===== config.mk =====
export PLATFORM = sky130hd
export DESIGN_NAME = fsid_top
export DESIGN_NICKNAME = d
export VERILOG_FILES = /design/src/design/fsid_pkg.sv /design/src/design/fsid_carrier.sv /design/src/design/fsid_sync.sv /design/src/design/fsid_top.sv
export SDC_FILE = /design/constraint.sdc
export NUM_CORES = 1
export LEC_CHECK = 0
export ABC_CLOCK_PERIOD_IN_PS = 5500
export BUFFER_PORTS_ARGS = -buffer_cell sky130_fd_sc_hd__buf_2
export CORE_MARGIN = 10
export CORE_UTILIZATION = 45
export CTS_BUF_LIST = sky130_fd_sc_hd__clkbuf_2 sky130_fd_sc_hd__clkbuf_4 sky130_fd_sc_hd__clkbuf_8
export CTS_CLUSTER_SIZE = 40
export DETAILED_ROUTE_END_ITERATION = 7
export GPL_TIMING_DRIVEN = 0
export PLACE_DENSITY = 0.73
export SYNTH_ARGS = -nofsm -noshare
export SYNTH_HDL_FRONTEND = slang
export SYNTH_HIERARCHICAL = 1
export SYNTH_SLANG_ARGS = --single-unit

===== constraint.sdc =====
create_clock -name mclk_in -period 5.5 [get_ports mclk_in]
set_input_delay 0.825 -clock mclk_in [delete_from_list [all_inputs] [get_ports mclk_in]]
set_output_delay 0.825 -clock mclk_in [all_outputs]
set_load 0.02 [all_outputs]

===== src/design/fsid_pkg.sv =====
// Constants and types of the FSK serial data interface.
// Assumes a 100 MHz system clock and a 1200 baud asynchronous stream.
//
// Contract
// Static pin: low bit-stream, high buffered byte
// Timing built only for 1200 baud
// Bit-stream: raw bits on data, timing pins outputs
// Eight shift pulses, rising at data centres
// No shift pulses in start or stop
// Byte-ready low half bit from stop start
// Host may sample stop at byte-ready rise
// Polling host keeps last eight clocked bits
// Buffered: load nine bits mid stop, strobe low
// Host rising edges shift bits out in order
// Host shift clock low around strobe fall
// Strobe clears on first edge or half bit
// Eight host pulses, ninth reads stop bit
// Carrier qualified, released after 10 ms quiet
// No carrier: ignore demod, bit-stream outputs high
// No carrier, buffered: no reload, strobe high
// Ringing never qualifies carrier
// Host selects tones or power-down when idle
// Strobe pin shared with tone detect output
// Host ends message on listed conditions
// Power-down drives shared strobe high
// Power-down: outputs high, nodes low, clock input
// Bit timing counted from start edge
// Stop bit zero flags framing error
package fsid_pkg;
  // ==========================================
  // Timing
  localparam int CLK_HZ = 100_000_000;
  localparam int BAUD = 1200;
  localparam int HALF_BIT_HZ = 2400;
  localparam int CD_RELEASE_MS = 10;
  localparam int CD_QUALIFY_MS = 3;
  localparam int BIT_CYC = CLK_HZ / BAUD;
  localparam int HALF_CYC = CLK_HZ / HALF_BIT_HZ;
  localparam int CD_RELEASE_CYC = CLK_HZ / 1000 * CD_RELEASE_MS;
  localparam int CD_QUALIFY_CYC = CLK_HZ / 1000 * CD_QUALIFY_MS;
  localparam int CNT_W = 20;
  // ==========================================
  // Register map (byte addresses)
  localparam logic [3:0] CTRL_ADDR = 4'h0;
  localparam logic [3:0] STATUS_ADDR = 4'h4;
  localparam int CTRL_FSK_BIT = 0;
  localparam int CTRL_PD_BIT = 1;
  localparam logic [1:0] CTRL_RESET = 2'h1;
  localparam int ST_CD_BIT = 0;
  localparam int ST_FERR_BIT = 1;
  localparam int ST_READY_BIT = 2;
  localparam int ST_BYTE_LSB = 8;
  // ==========================================
  // Types
  typedef enum logic [1:0] {FSID_IDLE, FSID_START, FSID_DATA, FSID_STOP} fsid_rx_t;
  typedef struct packed {
    logic data;
    logic sclk;
    logic sclk_oe;
    logic strobe_n;
    logic cd_n;
    logic estimate;
    logic gt;
  } fsid_pins_t;
endpackage


===== src/design/fsid_carrier.sv =====
// Carrier qualifier: in-band energy held for a qualify time sets carrier,
// a quiet spell of the release time clears it. Energy during ringing does not count as in-band.
`timescale 1ns/1ps
`default_nettype none
module fsid_carrier #(
  parameter int QUAL_CYC = fsid_pkg::CD_QUALIFY_CYC,
  parameter int REL_CYC = fsid_pkg::CD_RELEASE_CYC
) (
  // Clock and reset
  input wire logic clk_in,
  input wire logic rst_n_in,
  // Detector inputs and power-down gate, already synchronised
  input wire logic energy_in,
  input wire logic ring_in,
  input wire logic pd_in,
  // Qualified carrier
  output logic active_out
);
  import fsid_pkg::*;

  logic [CNT_W-1:0] cnt, next_cnt;
  logic next_active, inband;

  always_comb begin
    inband = energy_in & ~ring_in;
    next_cnt = cnt;
    next_active = active_out;
    if (pd_in) begin
      next_cnt = '0;
      next_active = 1'b0;
    end else if (!active_out) begin
      // Qualification demands unbroken in-band energy, so any gap or ringing restarts it
      if (!inband) begin
        next_cnt = '0;
      end else if (cnt == CNT_W'(QUAL_CYC - 1)) begin
        next_cnt = '0;
        next_active = 1'b1;
      end else begin
        next_cnt = cnt + 1'b1;
      end
    end else if (inband) begin
      next_cnt = '0;
    end else if (cnt == CNT_W'(REL_CYC - 1)) begin
      next_cnt = '0;
      next_active = 1'b0;
    end else begin
      next_cnt = cnt + 1'b1;
    end
  end

  always_ff @(posedge clk_in or negedge rst_n_in) begin
    if (!rst_n_in) begin
      cnt <= '0;
      active_out <= 1'b0;
    end else begin
      cnt <= next_cnt;
      active_out <= next_active;
    end
  end
endmodule
`default_nettype wire


===== src/design/fsid_sync.sv =====
// Three-stage input synchroniser with agreement filter.
// Assumes an asynchronous input; output moves once stages two and three agree.
`timescale 1ns/1ps
`default_nettype none
module fsid_sync #(
  parameter logic INIT = 1'b1
) (
  // Clock and reset
  input wire logic clk_in,
  input wire logic rst_n_in,
  // Signal
  input wire logic d_in,
  output logic q_out
);
  logic s1, s2, s3, next_q;

  always_comb begin
    next_q = (s2 == s3) ? s3 : q_out;
  end

  always_ff @(posedge clk_in or negedge rst_n_in) begin
    if (!rst_n_in) begin
      s1 <= INIT;
      s2 <= INIT;
      s3 <= INIT;
      q_out <= INIT;
    end else begin
      s1 <= d_in;
      s2 <= s1;
      s3 <= s2;
      q_out <= next_q;
    end
  end
endmodule
`default_nettype wire


===== src/design/fsid_top.sv =====
// FSK serial data interface: bit recovery, bit-stream and buffered byte
// output, carrier gating, shared strobe pin and an Avalon-MM control port.
// Assumes asynchronous pins from the demodulator and the host.
`timescale 1ns/1ps
`default_nettype none
module fsid_top #(
  parameter int BIT_CYC_P = fsid_pkg::BIT_CYC,
  parameter int HALF_CYC_P = fsid_pkg::HALF_CYC,
  parameter int QUAL_CYC_P = fsid_pkg::CD_QUALIFY_CYC,
  parameter int REL_CYC_P = fsid_pkg::CD_RELEASE_CYC
) (
  // Clock and reset
  input wire logic mclk_in,
  input wire logic arst_n_in,
  // Avalon-MM slave
  input wire logic [3:0] avs_address_in,
  input wire logic avs_read_in,
  input wire logic avs_write_in,
  input wire logic [31:0] avs_writedata_in,
  output logic [31:0] avs_readdata_out,
  output logic avs_waitrequest_out,
  // Demodulator and detectors
  input wire logic demod_bit_in,
  input wire logic energy_in,
  input wire logic ring_in,
  input wire logic tone_detect_n_in,
  // Host link
  input wire logic interface_mode_select_in,
  input wire logic shift_clock_line_in,
  output logic shift_clock_line_out,
  output logic shift_clock_line_oe_out,
  output logic data_out,
  output logic shared_strobe_n_out,
  output logic carrier_present_n_out,
  output logic tone_estimate_out,
  output logic guard_time_node_out
);
  import fsid_pkg::*;

  // ==========================================
  // Reset release
  logic rst_a, rst_n;
  always_ff @(posedge mclk_in or negedge arst_n_in) begin
    if (!arst_n_in) begin
      rst_a <= 1'b0;
      rst_n <= 1'b0;
    end else begin
      rst_a <= 1'b1;
      rst_n <= rst_a;
    end
  end

  // ==========================================
  // Input synchronisers
  logic demod, energy, ring, tone_n, mode_sel, host_clk, host_clk_q;
  logic [4:0] raw_in, sync_q;
  assign raw_in = {demod_bit_in, energy_in, ring_in, tone_detect_n_in, interface_mode_select_in};
  generate
    for (genvar i = 0; i < 5; i++) begin : g_sync
      fsid_sync #(.INIT(1'b1)) u_sync (
        .clk_in(mclk_in),
        .rst_n_in(rst_n),
        .d_in(raw_in[i]),
        .q_out(sync_q[i])
      );
    end
  endgenerate
  assign {demod, energy, ring, tone_n, mode_sel} = sync_q;
  fsid_sync #(.INIT(1'b0)) u_sclk_sync (
    .clk_in(mclk_in),
    .rst_n_in(rst_n),
    .d_in(shift_clock_line_in),
    .q_out(host_clk)
  );

  // ==========================================
  // Control register and carrier
  logic [1:0] ctrl, next_ctrl;
  logic fsk_sel, pd, mode1, cd_act;
  assign fsk_sel = ctrl[CTRL_FSK_BIT];
  assign pd = ctrl[CTRL_PD_BIT];
  // Power-down forces buffered mode so the shift clock pin turns input
  assign mode1 = mode_sel | pd;

  fsid_carrier #(.QUAL_CYC(QUAL_CYC_P), .REL_CYC(REL_CYC_P)) u_carrier (
    .clk_in(mclk_in),
    .rst_n_in(rst_n),
    .energy_in(energy),
    .ring_in(ring),
    .pd_in(pd | ~fsk_sel),
    .active_out(cd_act)
  );

  // ==========================================
  // Bit recovery
  fsid_rx_t st, next_st;
  logic [CNT_W-1:0] cnt, next_cnt;
  logic [3:0] idx, next_idx;
  logic [7:0] rx_byte, next_rx_byte;
  logic demod_q, sclk0, next_sclk0, dr0_n, next_dr0_n, stop_evt;

  always_comb begin
    next_st = st;
    next_cnt = cnt + 1'b1;
    next_idx = idx;
    next_rx_byte = rx_byte;
    next_sclk0 = sclk0;
    next_dr0_n = dr0_n;
    stop_evt = 1'b0;
    case (st)
      FSID_IDLE: begin
        next_cnt = '0;
        if (demod_q && !demod) begin
          next_st = FSID_START;
        end
      end
      FSID_START: begin
        if (cnt == CNT_W'(HALF_CYC_P - 1)) begin
          next_cnt = '0;
          next_idx = '0;
          next_st = demod ? FSID_IDLE : FSID_DATA;
        end
      end
      FSID_DATA: begin
        if (cnt == CNT_W'(HALF_CYC_P - 1)) begin
          next_sclk0 = 1'b0;
        end
        if (cnt == CNT_W'(BIT_CYC_P - 1)) begin
          // Centre of a data cell: sample and raise the shift clock
          next_cnt = '0;
          next_rx_byte = {demod, rx_byte[7:1]};
          next_sclk0 = 1'b1;
          next_idx = idx + 1'b1;
          if (idx == 4'h7) begin
            next_st = FSID_STOP;
          end
        end
      end
      FSID_STOP: begin
        if (cnt == CNT_W'(HALF_CYC_P - 1)) begin
          next_sclk0 = 1'b0;
          next_dr0_n = 1'b0;
        end
        if (cnt == CNT_W'(BIT_CYC_P - 1)) begin
          next_dr0_n = 1'b1;
          stop_evt = 1'b1;
          next_st = FSID_IDLE;
        end
      end
      default: next_st = FSID_IDLE;
    endcase
    if (!cd_act) begin
      // Demodulator output means nothing without carrier
      next_st = FSID_IDLE;
      next_sclk0 = 1'b0;
      next_dr0_n = 1'b1;
      stop_evt = 1'b0;
    end
  end

  always_ff @(posedge mclk_in or negedge rst_n) begin
    if (!rst_n) begin
      st <= FSID_IDLE;
      cnt <= '0;
      idx <= '0;
      rx_byte <= '0;
      demod_q <= 1'b1;
      sclk0 <= 1'b0;
      dr0_n <= 1'b1;
    end else begin
      st <= next_st;
      cnt <= next_cnt;
      idx <= next_idx;
      rx_byte <= next_rx_byte;
      demod_q <= demod;
      sclk0 <= next_sclk0;
      dr0_n <= next_dr0_n;
    end
  end

  // ==========================================
  // Nine-bit output buffer
  logic [8:0] buf_q, next_buf, last_q, next_last;
  logic buf_bit, next_buf_bit, dr1_n, next_dr1_n, host_rise, load;
  logic [CNT_W-1:0] rdy_cnt, next_rdy_cnt;
  assign host_rise = host_clk & ~host_clk_q;
  assign load = stop_evt & fsk_sel & ~pd;

  always_comb begin
    next_buf = buf_q;
    next_buf_bit = buf_bit;
    next_dr1_n = dr1_n;
    next_rdy_cnt = rdy_cnt;
    next_last = last_q;
    if (mode1 && host_rise) begin
      next_buf_bit = buf_q[0];
      next_buf = {1'b0, buf_q[8:1]};
      next_dr1_n = 1'b1;
    end
    if (!dr1_n) begin
      next_rdy_cnt = rdy_cnt + 1'b1;
      if (rdy_cnt == CNT_W'(HALF_CYC_P - 1)) begin
        next_dr1_n = 1'b1;
      end
    end
    if (load) begin
      // Stop bit sits above the data so it leaves ninth
      next_last = {demod, rx_byte};
      if (mode1) begin
        next_buf = {demod, rx_byte};
        next_dr1_n = 1'b0;
        next_rdy_cnt = '0;
      end
    end
    if (!cd_act || !mode1) begin
      next_dr1_n = 1'b1;
    end
  end

  always_ff @(posedge mclk_in or negedge rst_n) begin
    if (!rst_n) begin
      buf_q <= '0;
      buf_bit <= 1'b1;
      dr1_n <= 1'b1;
      rdy_cnt <= '0;
      last_q <= '0;
      host_clk_q <= 1'b0;
    end else begin
      buf_q <= next_buf;
      buf_bit <= next_buf_bit;
      dr1_n <= next_dr1_n;
      rdy_cnt <= next_rdy_cnt;
      last_q <= next_last;
      host_clk_q <= host_clk;
    end
  end

  // ==========================================
  // Pin drive
  fsid_pins_t pins, next_pins;

  always_comb begin
    next_pins.estimate = ~tone_n & ~fsk_sel;
    next_pins.gt = ~tone_n & ~fsk_sel;
    next_pins.cd_n = ~cd_act;
    next_pins.sclk_oe = ~mode1;
    if (!mode1) begin
      next_pins.data = cd_act ? demod : 1'b1;
      next_pins.sclk = cd_act ? sclk0 : 1'b1;
    end else begin
      next_pins.data = buf_bit;
      next_pins.sclk = 1'b0;
    end
    // Strobe pin carries byte-ready in FSK, tone detect otherwise
    if (fsk_sel) begin
      next_pins.strobe_n = mode1 ? dr1_n : dr0_n;
    end else begin
      next_pins.strobe_n = tone_n;
    end
    if (pd) begin
      next_pins.data = 1'b1;
      next_pins.strobe_n = 1'b1;
      next_pins.cd_n = 1'b1;
      next_pins.estimate = 1'b0;
      next_pins.gt = 1'b0;
      next_pins.sclk = 1'b0;
    end
  end

  always_ff @(posedge mclk_in or negedge rst_n) begin
    if (!rst_n) begin
      pins <= '{data: 1'b1, sclk: 1'b0, sclk_oe: 1'b0, strobe_n: 1'b1,
                cd_n: 1'b1, estimate: 1'b0, gt: 1'b0};
    end else begin
      pins <= next_pins;
    end
  end

  assign data_out = pins.data;
  assign shift_clock_line_out = pins.sclk;
  assign shift_clock_line_oe_out = pins.sclk_oe;
  assign shared_strobe_n_out = pins.strobe_n;
  assign carrier_present_n_out = pins.cd_n;
  assign tone_estimate_out = pins.estimate;
  assign guard_time_node_out = pins.gt;

  // ==========================================
  // Avalon-MM slave: one wait state per access
  logic ack, next_ack;
  logic [31:0] rdata, next_rdata;
  assign avs_waitrequest_out = (avs_read_in | avs_write_in) & ~ack;
  assign avs_readdata_out = rdata;

  always_comb begin
    next_ack = (avs_read_in | avs_write_in) & ~ack;
    next_ctrl = ctrl;
    next_rdata = rdata;
    if (avs_write_in && ack && avs_address_in == CTRL_ADDR) begin
      next_ctrl = avs_writedata_in[1:0];
    end
    if (avs_read_in && !ack) begin
      next_rdata = '0;
      if (avs_address_in == CTRL_ADDR) begin
        next_rdata[1:0] = ctrl;
      end else if (avs_address_in == STATUS_ADDR) begin
        next_rdata[ST_CD_BIT] = cd_act;
        next_rdata[ST_FERR_BIT] = ~last_q[8];
        next_rdata[ST_READY_BIT] = ~pins.strobe_n & fsk_sel;
        next_rdata[ST_BYTE_LSB +: 9] = last_q;
      end
    end
  end

  always_ff @(posedge mclk_in or negedge rst_n) begin
    if (!rst_n) begin
      ack <= 1'b0;
      ctrl <= CTRL_RESET;
      rdata <= '0;
    end else begin
      ack <= next_ack;
      ctrl <= next_ctrl;
      rdata <= next_rdata;
    end
  end

  // ==========================================
  // Checks
  logic [CNT_W-1:0] drlow;
  always_ff @(posedge mclk_in or negedge rst_n) begin
    if (!rst_n) begin
      drlow <= '0;
    end else begin
      drlow <= shared_strobe_n_out ? '0 : drlow + 1'b1;
    end
  end

  property p_pd_pins;
    @(posedge mclk_in) disable iff (!rst_n)
    pd |=> (data_out && shared_strobe_n_out && carrier_present_n_out && !tone_estimate_out);
  endproperty
  a_pd_pins: assert property (p_pd_pins) else $error("power-down pins wrong");
  property p_pd_oe;
    @(posedge mclk_in) disable iff (!rst_n) pd |=> !shift_clock_line_oe_out;
  endproperty
  a_pd_oe: assert property (p_pd_oe) else $error("shift clock driven in power-down");
  property p_nocd_high;
    @(posedge mclk_in) disable iff (!rst_n)
    (!cd_act && !mode1 && !pd) |=> (data_out && shift_clock_line_out);
  endproperty
  a_nocd_high: assert property (p_nocd_high) else $error("outputs not high without carrier");
  property p_nocd_noload;
    @(posedge mclk_in) disable iff (!rst_n) !cd_act |=> (dr0_n && dr1_n && $stable(last_q));
  endproperty
  a_nocd_noload: assert property (p_nocd_noload) else $error("buffer loaded without carrier");
  property p_ready_short;
    @(posedge mclk_in) disable iff (!rst_n)
    fsk_sel |-> drlow <= CNT_W'(HALF_CYC_P + 1);
  endproperty
  a_ready_short: assert property (p_ready_short) else $error("byte ready low too long");
  property p_host_clear;
    @(posedge mclk_in) disable iff (!rst_n)
    (mode1 && host_rise && !load && fsk_sel && !pd) |=> ##1 shared_strobe_n_out;
  endproperty
  a_host_clear: assert property (p_host_clear) else $error("host edge left strobe low");
  property p_load_dr;
    @(posedge mclk_in) disable iff (!rst_n)
    (load && mode1 && cd_act) |=> ##1 !shared_strobe_n_out;
  endproperty
  a_load_dr: assert property (p_load_dr) else $error("load did not lower strobe");
  property p_no_sclk_stop;
    @(posedge mclk_in) disable iff (!rst_n)
    (st == FSID_STOP && cnt >= CNT_W'(HALF_CYC_P)) |-> !sclk0;
  endproperty
  a_no_sclk_stop: assert property (p_no_sclk_stop) else $error("shift clock in stop bit");
  property p_eight;
    @(posedge mclk_in) disable iff (!rst_n)
    $rose(sclk0) |-> (idx >= 4'h1 && idx <= 4'h8 && st != FSID_IDLE && st != FSID_START);
  endproperty
  a_eight: assert property (p_eight) else $error("extra shift clock pulse");
  c_byte0: cover property (@(posedge mclk_in) disable iff (!rst_n) !mode1 && $fell(dr0_n));
  c_byte1: cover property (@(posedge mclk_in) disable iff (!rst_n) load && mode1);
  c_hostclr: cover property (@(posedge mclk_in) disable iff (!rst_n) host_rise && !dr1_n);
endmodule
`default_nettype wire

==> results of run 1 <==
[final cells by class]
type / count / area share
flip-flops and latches: 146 / 0.479
multi-input cells: 413 / 0.373
repair buffers: 37 / 0.0299
inverters: 20 / 0.00974
clock buffers: 19 / 0.0331
plain buffers: 40 / 0.0334
well taps: 184 / 0.0299
clock inverters: 13 / 0.0117
[worst max-delay path by stage]
stage	slack, ns	startpoint	to	cells after the start
floorplan	1.18	rst_n$_DFF_PN0_	ack$_DFF_PN0_	0
finish	2.95	cnt[17]$_DFF_PN0_	buf_q[0]$_DFF_PN0_	6
global route	2.69	cnt[5]$_DFF_PN0_	buf_q[1]$_DFF_PN0_	6
global placement	-0.21	rst_n$_DFF_PN0_	avs_readdata_out[12]$_DFFE_PN0P_	0
detailed placement	2.84	avs_address_in[1]	avs_readdata_out[2]$_DFFE_PN0P_	4
CTS	2.97	cnt[17]$_DFF_PN0_	buf_q[0]$_DFF_PN0_	6
[cell families after synthesis]
kind of cell               after synthesis
xor gates and xnor gates                51
AOI/OAI and AO/OA                       71
other                                    2
DFF                                    146
and+or+nand+nor                        212
muxes                                   40
buffers and inverters                   60
adders and majority gates               18
[layer usage]
layer	global-route usage	up-vias	wire, um
li1	-	2227	-
met1	0.170	2299	5990
met2	0.211	108	6160
met3	0.0352	12	701
met4	0.0581	0	172
met5	0	-	0
[state kept, by name, summed over array words and instances (netlist names), 2 cells and up]
signal / count
cnt: 20
rdy_cnt: 20
u_carrier/cnt: 20
avs_readdata_out: 12
buf_q: 9
last_q: 9
rx_byte: 8
g_sync.u_sync/q_out: 5
g_sync.u_sync/s1: 5
g_sync.u_sync/s2: 5
g_sync.u_sync/s3: 5
idx: 4
ctrl: 2
st: 2
[metrics by stage]
stage / setup WS [ns] / cell area, um2
after global placement: -0.207 / 7300
after detailed placement: 2.84 / 7360
final: 2.95 / 7710
after floorplan: 1.18 / 6900
after global routing: 2.69 / 7710
after CTS: 2.97 / 7710
[placed cells by master (no fill, tap or decap), types with 21 or more instances in the layout]
cell type | netlist | layout
xor2_1 | 24 | 24
buf_4 | 26 | 26
dfstp_2 | 28 | 28
conb_1 | 2 | 21
xnor2_1 | 27 | 27
nand3_1 | 30 | 30
dfrtp_1 | 118 | 117
nor2_1 | 52 | 52
buf_2 | 8 | 43
nand2_1 | 33 | 33
mux2_2 | 37 | 37
[power by group through the flow]
stage          Combinational [mW]  Clock [mW]  Sequential (mW)
6_report                    0.122       0.727             1.13
5_1_grt                     0.134       0.802             1.14
4_1_cts                     0.123       0.755             1.13
3_5_place_dp                0.122           0             1.15
3_3_place_gp               0.0987           0             1.17
2_1_floorplan              0.0651           0             1.17
==> impl_metrics.py, run 1 <==
metrics = {
    "placed_design": {
        "hpwl_mm": 9.28,
        "dp.cells": 840,
        "portBuffers": 35,
        "place.gp.congestion": 0.842,
    },
    "floorplan": {
        "fp.dieH_um": 143,
        "initial_core_util": 0.464,
        "die_x_um": 143,
        "fp-row-count": 44,
        "io_pins": 86,
        "core-area_um2": 14700,
        "die_area_um2": 20500,
    },
    "synthesis": {
        "postSynthAreaPerCell_um2": 11.4,
        "synth-simple-area-share": 0.172,
        "synth-edff-count": 0,
        "yosys.area.top_type_share": 0.433,
        "synth-xor-area-share": 0.0654,
        "synth_area_um2": 6830,
        "synth_top_family_by_area": "simple AND/OR/NAND/NOR gates",
        "synth_compound_area_frac": 0.0750,
        "ys_top_cells_by_count": "118 x dfrtp_1, 52 x nor2_1, 37 x mux2_2, 33 x nand2_1, 30 x nand3_1",
        "yosys.area_share.adder": 0.0319,
        "synthFlopType": "dfrtp_1",
        "yosys_register_bits": 146,
        "netlist_top_cells_area": "dfrtp_1 43%, dfstp_2 11%, mux2_2 6.1%",
        "seq_area_frac_synth": 0.540,
        "yosysWarnings": 6,
        "synthMuxAreaShare": 0.0654,
        "synth_top_area_cell": "dfrtp_1",
        "synthArstFlopShare": 1.00,
        "synth_cells": 600,
        "yosysMostFrequentCell": "dfrtp_1",
        "ys_types": 72,
    },
    "final_layout": {
        "fin_util": 0.524,
        "area_delta_synth_final_pct": 12.9,
        "drive_above_1_share": 0.281,
        "stdcell_count": 872,
        "multi_input_area_um2": 2880,
        "nNetsFinal": 733,
        "antenna_cells": 0,
        "register_area_um2": 3690,
        "layout.filler_cells": 1255,
    },
    "sta": {
        "hold_slack_ns": 0.148,
        "fin_crit_sh": 0.464,
        "maxSlewHeadroom": 0.224,
        "period_needed_ns": 2.55,
        "hold_viol_final": 0,
        "worst_pin_slew_ns": 1.16,
        "slew_violations": 0,
        "fmax_ghz": 0.392,
        "tns_ns": 0,
        "setup_viol": 0,
        "fin_skew_ns": 0.0104,
        "rsz0062_at_grt": "no",
    },
    "grt": {
        "globalRoute.totalOverflow": 0,
        "grt_max_degree": 72,
        "grt_pass1_vias": 4665,
        "antenna_found_initial": 0,
        "track_usage": 0.134,
        "grt_pass1_wl_mm": 22.5,
    },
    "critical_path": {
        "r2r-end": "buf_q[0]$_DFF_PN0_",
        "crit_chain": "nor4_1 > nand4_1 > nor4_1 > and2b_1 > buf_4 > mux2_2",
        "crit_path_end_kind": "register",
        "crit_path_top_delay_cell": "nor4_1",
        "r2r_slack_ns": 2.95,
        "slowest_delay_ns": 0.53,
        "r2r-start": "cnt[17]$_DFF_PN0_",
        "worstPathRequired_ns": 5.84,
        "cpMostUsedCell": "nor4_1",
        "crit_family": "simple AND/OR/NAND/NOR gates",
        "path_max_fanout": 10,
        "path_buf_inv": 1,
        "cp.arrival_ns": 2.89,
        "crit_type": "reg2reg",
        "start_kind": "register",
        "reg2regPathDepth": 6,
    },
    "run_status": {
        "status": "finished clean",
    },
    "power_and_ir_drop": {
        "power_frac_seq": 0.571,
        "switching_share": 0.253,
        "ir_worst_vdd_mv": 0.158,
        "pwr-share-comb": 0.062,
        "switchingPower_mw": 0.500,
        "power.total_mw": 1.98,
        "p_leak_nw": 3.27,
        "clkPwrFrac": 0.367,
        "power_density_nw_per_um2": 257,
        "p_int_mw": 1.48,
    },
    "flow_run": {
        "drv_cap": 0,
    },
    "drt": {
        "dr.pass1.iters": 5,
        "drc": 0,
        "routedWlPerCell_um": 14.9,
        "ant_nets": 0,
        "vias": 4646,
        "wl_mm": 13.0,
        "drt_iter0_drc": 311,
        "avgViaCountPerCell": 5.33,
    },
    "clock_tree": {
        "clockBufferDepth": 2,
        "cts_resized": 0,
        "cts_hold_buf": 0,
        "ctsRootBufferMaster": "clkbuf_8",
        "cts_made_buffers": 17,
        "cts.sink_count": 146,
        "postCtsSetupBuffers": 0,
        "insertion_delay_ns": 0.45,
        "cts_tree": "done",
        "clkTransAtPathRegs_ns": 0.08,
        "cts.htree.levels": 4,
    },
    "min_path": {
        "min_path_type": "in2async",
    },
}
Power figures use the tool's default switching activity.
==> run 2, diff against run 1 <==
ABC_CLOCK_PERIOD_IN_PS = 2280   (was 5500)
PLACE_DENSITY = 0.75   (was 0.73)
clock period = 2.28 ns   (was 5.5 ns; I/O delays follow)
==> run 2 against run 1 <==
Critical path depth is 1 lower. Worst setup slack worse by 2.9 ns. Cell count is 1.0% higher. Total power grew to 2.6 times the previous value. Wire length is 2.2% higher. Critical path type unchanged. Final area is 3.0% higher. Highest routed layer unchanged. Sequential share of layout area is 1.4 points lower. Clock skew is 0.0010 ns higher. Combinational power is 140% higher. Largest cell class unchanged. Via count is 1.2% higher. Sequential power is 140% higher.
==> impl_metrics.py, run 2 (synthesized netlist as in run 1, its figures left out) <==
metrics = {
    "run_status": {
        "status": "finished clean",
    },
    "drt": {
        "avgViaCountPerCell": 5.34,
        "wl_mm": 13.3,
        "vias": 4701,
        "drc": 0,
        "dr.pass1.iters": 4,
        "drt_iter0_drc": 514,
        "ant_nets": 0,
        "routedWlPerCell_um": 15.1,
    },
    "grt": {
        "grt_pass1_vias": 4889,
        "grt_pass1_wl_mm": 22.7,
        "antenna_found_initial": 0,
        "globalRoute.totalOverflow": 0,
        "grt_max_degree": 61,
        "track_usage": 0.134,
    },
    "floorplan": {
        "core-area_um2": 14700,
        "fp-row-count": 44,
        "io_pins": 86,
        "fp.dieH_um": 143,
        "die_x_um": 143,
        "initial_core_util": 0.464,
        "die_area_um2": 20500,
    },
    "clock_tree": {
        "clkTransAtPathRegs_ns": 0.08,
        "ctsRootBufferMaster": "clkbuf_8",
        "clockBufferDepth": 2,
        "insertion_delay_ns": 0.45,
        "cts_tree": "done",
        "cts.sink_count": 146,
        "cts.htree.levels": 4,
        "cts_made_buffers": 17,
    },
    "critical_path": {
        "slowest_delay_ns": 0.53,
        "crit_type": "reg2reg",
        "crit_path_top_delay_cell": "dfstp_2",
        "start_kind": "register",
        "worstPathRequired_ns": 2.62,
        "crit_family": "compound AO/OA/AOI/OAI gates",
        "path_max_fanout": 3,
        "path_buf_inv": 0,
        "crit_chain": "or2b_4 > a211o_1 > or4_4 > a211o_2 > a31o_1",
        "crit_path_end_kind": "register",
        "cp.arrival_ns": 2.54,
    },
    "power_and_ir_drop": {
        "ir_worst_vdd_mv": 0.419,
        "power.total_mw": 5.11,
        "power_density_nw_per_um2": 644,
        "p_leak_nw": 3.38,
    },
    "final_layout": {
        "drive_above_1_share": 0.294,
        "postLayoutCellArea_um2": 7930,
        "final_common_cell": "dfrtp_1",
        "antenna_cells": 0,
        "nNetsFinal": 742,
        "largestRegisters": "cnt x20, rdy_cnt x20, u_carrier/cnt x20",
        "area_delta_synth_final_pct": 16.2,
        "mostFrequentLayoutCells": "117 x dfrtp_1, 52 x nor2_1, 42 x buf_2",
    },
    "sta": {
        "hold_viol_final": 0,
        "worst_slack_ns": 0.0810,
        "fin_skew_ns": 0.0114,
        "tns_ns": 0,
        "fmax_ghz": 0.455,
        "period_needed_ns": 2.20,
        "setup_viol": 0,
        "fin_crit_sh": 0.964,
        "slew_violations": 0,
        "worst_pin_slew_ns": 1.06,
        "maxSlewHeadroom": 0.287,
    },
    "min_path": {
        "min_path_type": "in2reg",
    },
    "flow_run": {
        "drv_cap": 0,
    },
    "placed_design": {
        "dp_slack_ns": -0.201,
        "place.gp.congestion": 0.863,
        "hpwl_mm": 9.40,
        "placed_cell_area_um2": 7350,
        "portBuffers": 35,
    },
}
==> run 2: final timing paths <==
check | start | endpoint | slack, ns | depth (start not counted)
worst min register to register | rst_n$_DFF_PN0_ | cnt[19]$_DFF_PN0_ | 0.34 | 0
max in group asynchronous | rst_n$_DFF_PN0_ | carrier_present_n_out$_DFF_PN1_ | 1.22 | 1
min in group asynchronous | arst_n_in | rst_n$_DFF_PN0_ | 0.20 | 2
worst max-delay path | demod_q$_DFF_PN1_ | st[1]$_DFFE_PN0P_ | 0.08 | 5
worst min-delay path | avs_writedata_in[1] | ctrl[1]$_DFFE_PN0P_ | 0.12 | 2
worst max register to register | demod_q$_DFF_PN1_ | st[1]$_DFFE_PN0P_ | 0.08 | 5
==> run 2: what timing repair did <==
item / 4_1_cts / 5_1_grt
hold buffers: 7 / 0
cloned: 0 / 0
hold endpoints to repair: 8 / 0
gates resized for setup: 5 / 12
buffers inserted: 1 / 1
setup endpoints to repair: 57 / 66
pin swaps: 1 / 2
==> run 2: routing by layer <==
layer / wire, um / GRT usage
met5: 0 / 0
met4: 228 / 0.0586
met3: 849 / 0.0391
met2: 6210 / 0.212
met1: 6030 / 0.166
==> run 2: per-stage QoR <==
stage,util,cells,hold slack (ns)
floorplan,-,619,0.0464
global placement,0.497,838,0.129
detailed placement,0.500,840,0.128
CTS,0.536,880,0.0917
global route,0.540,881,0.0953
finish,0.540,881,0.124
==> run 2: where the power goes <==
part           internal, mW  switching, mW  total [mW]
Combinational         0.123          0.174       0.297
Clock                  1.12          0.948        2.07
Sequential             2.68         0.0638        2.74
Total                  3.92           1.19        5.11
==> run 2: cell type report <==
cell class | count | area (um2)
multi-input cells | 413 | 2950
clock inverters | 9 | 103
plain buffers | 40 | 262
flip-flops and latches | 146 | 3690
well taps | 184 | 230
repair buffers | 46 | 308
fillers | 1232 | 6770
clock buffers | 23 | 310
inverters | 20 | 75.1
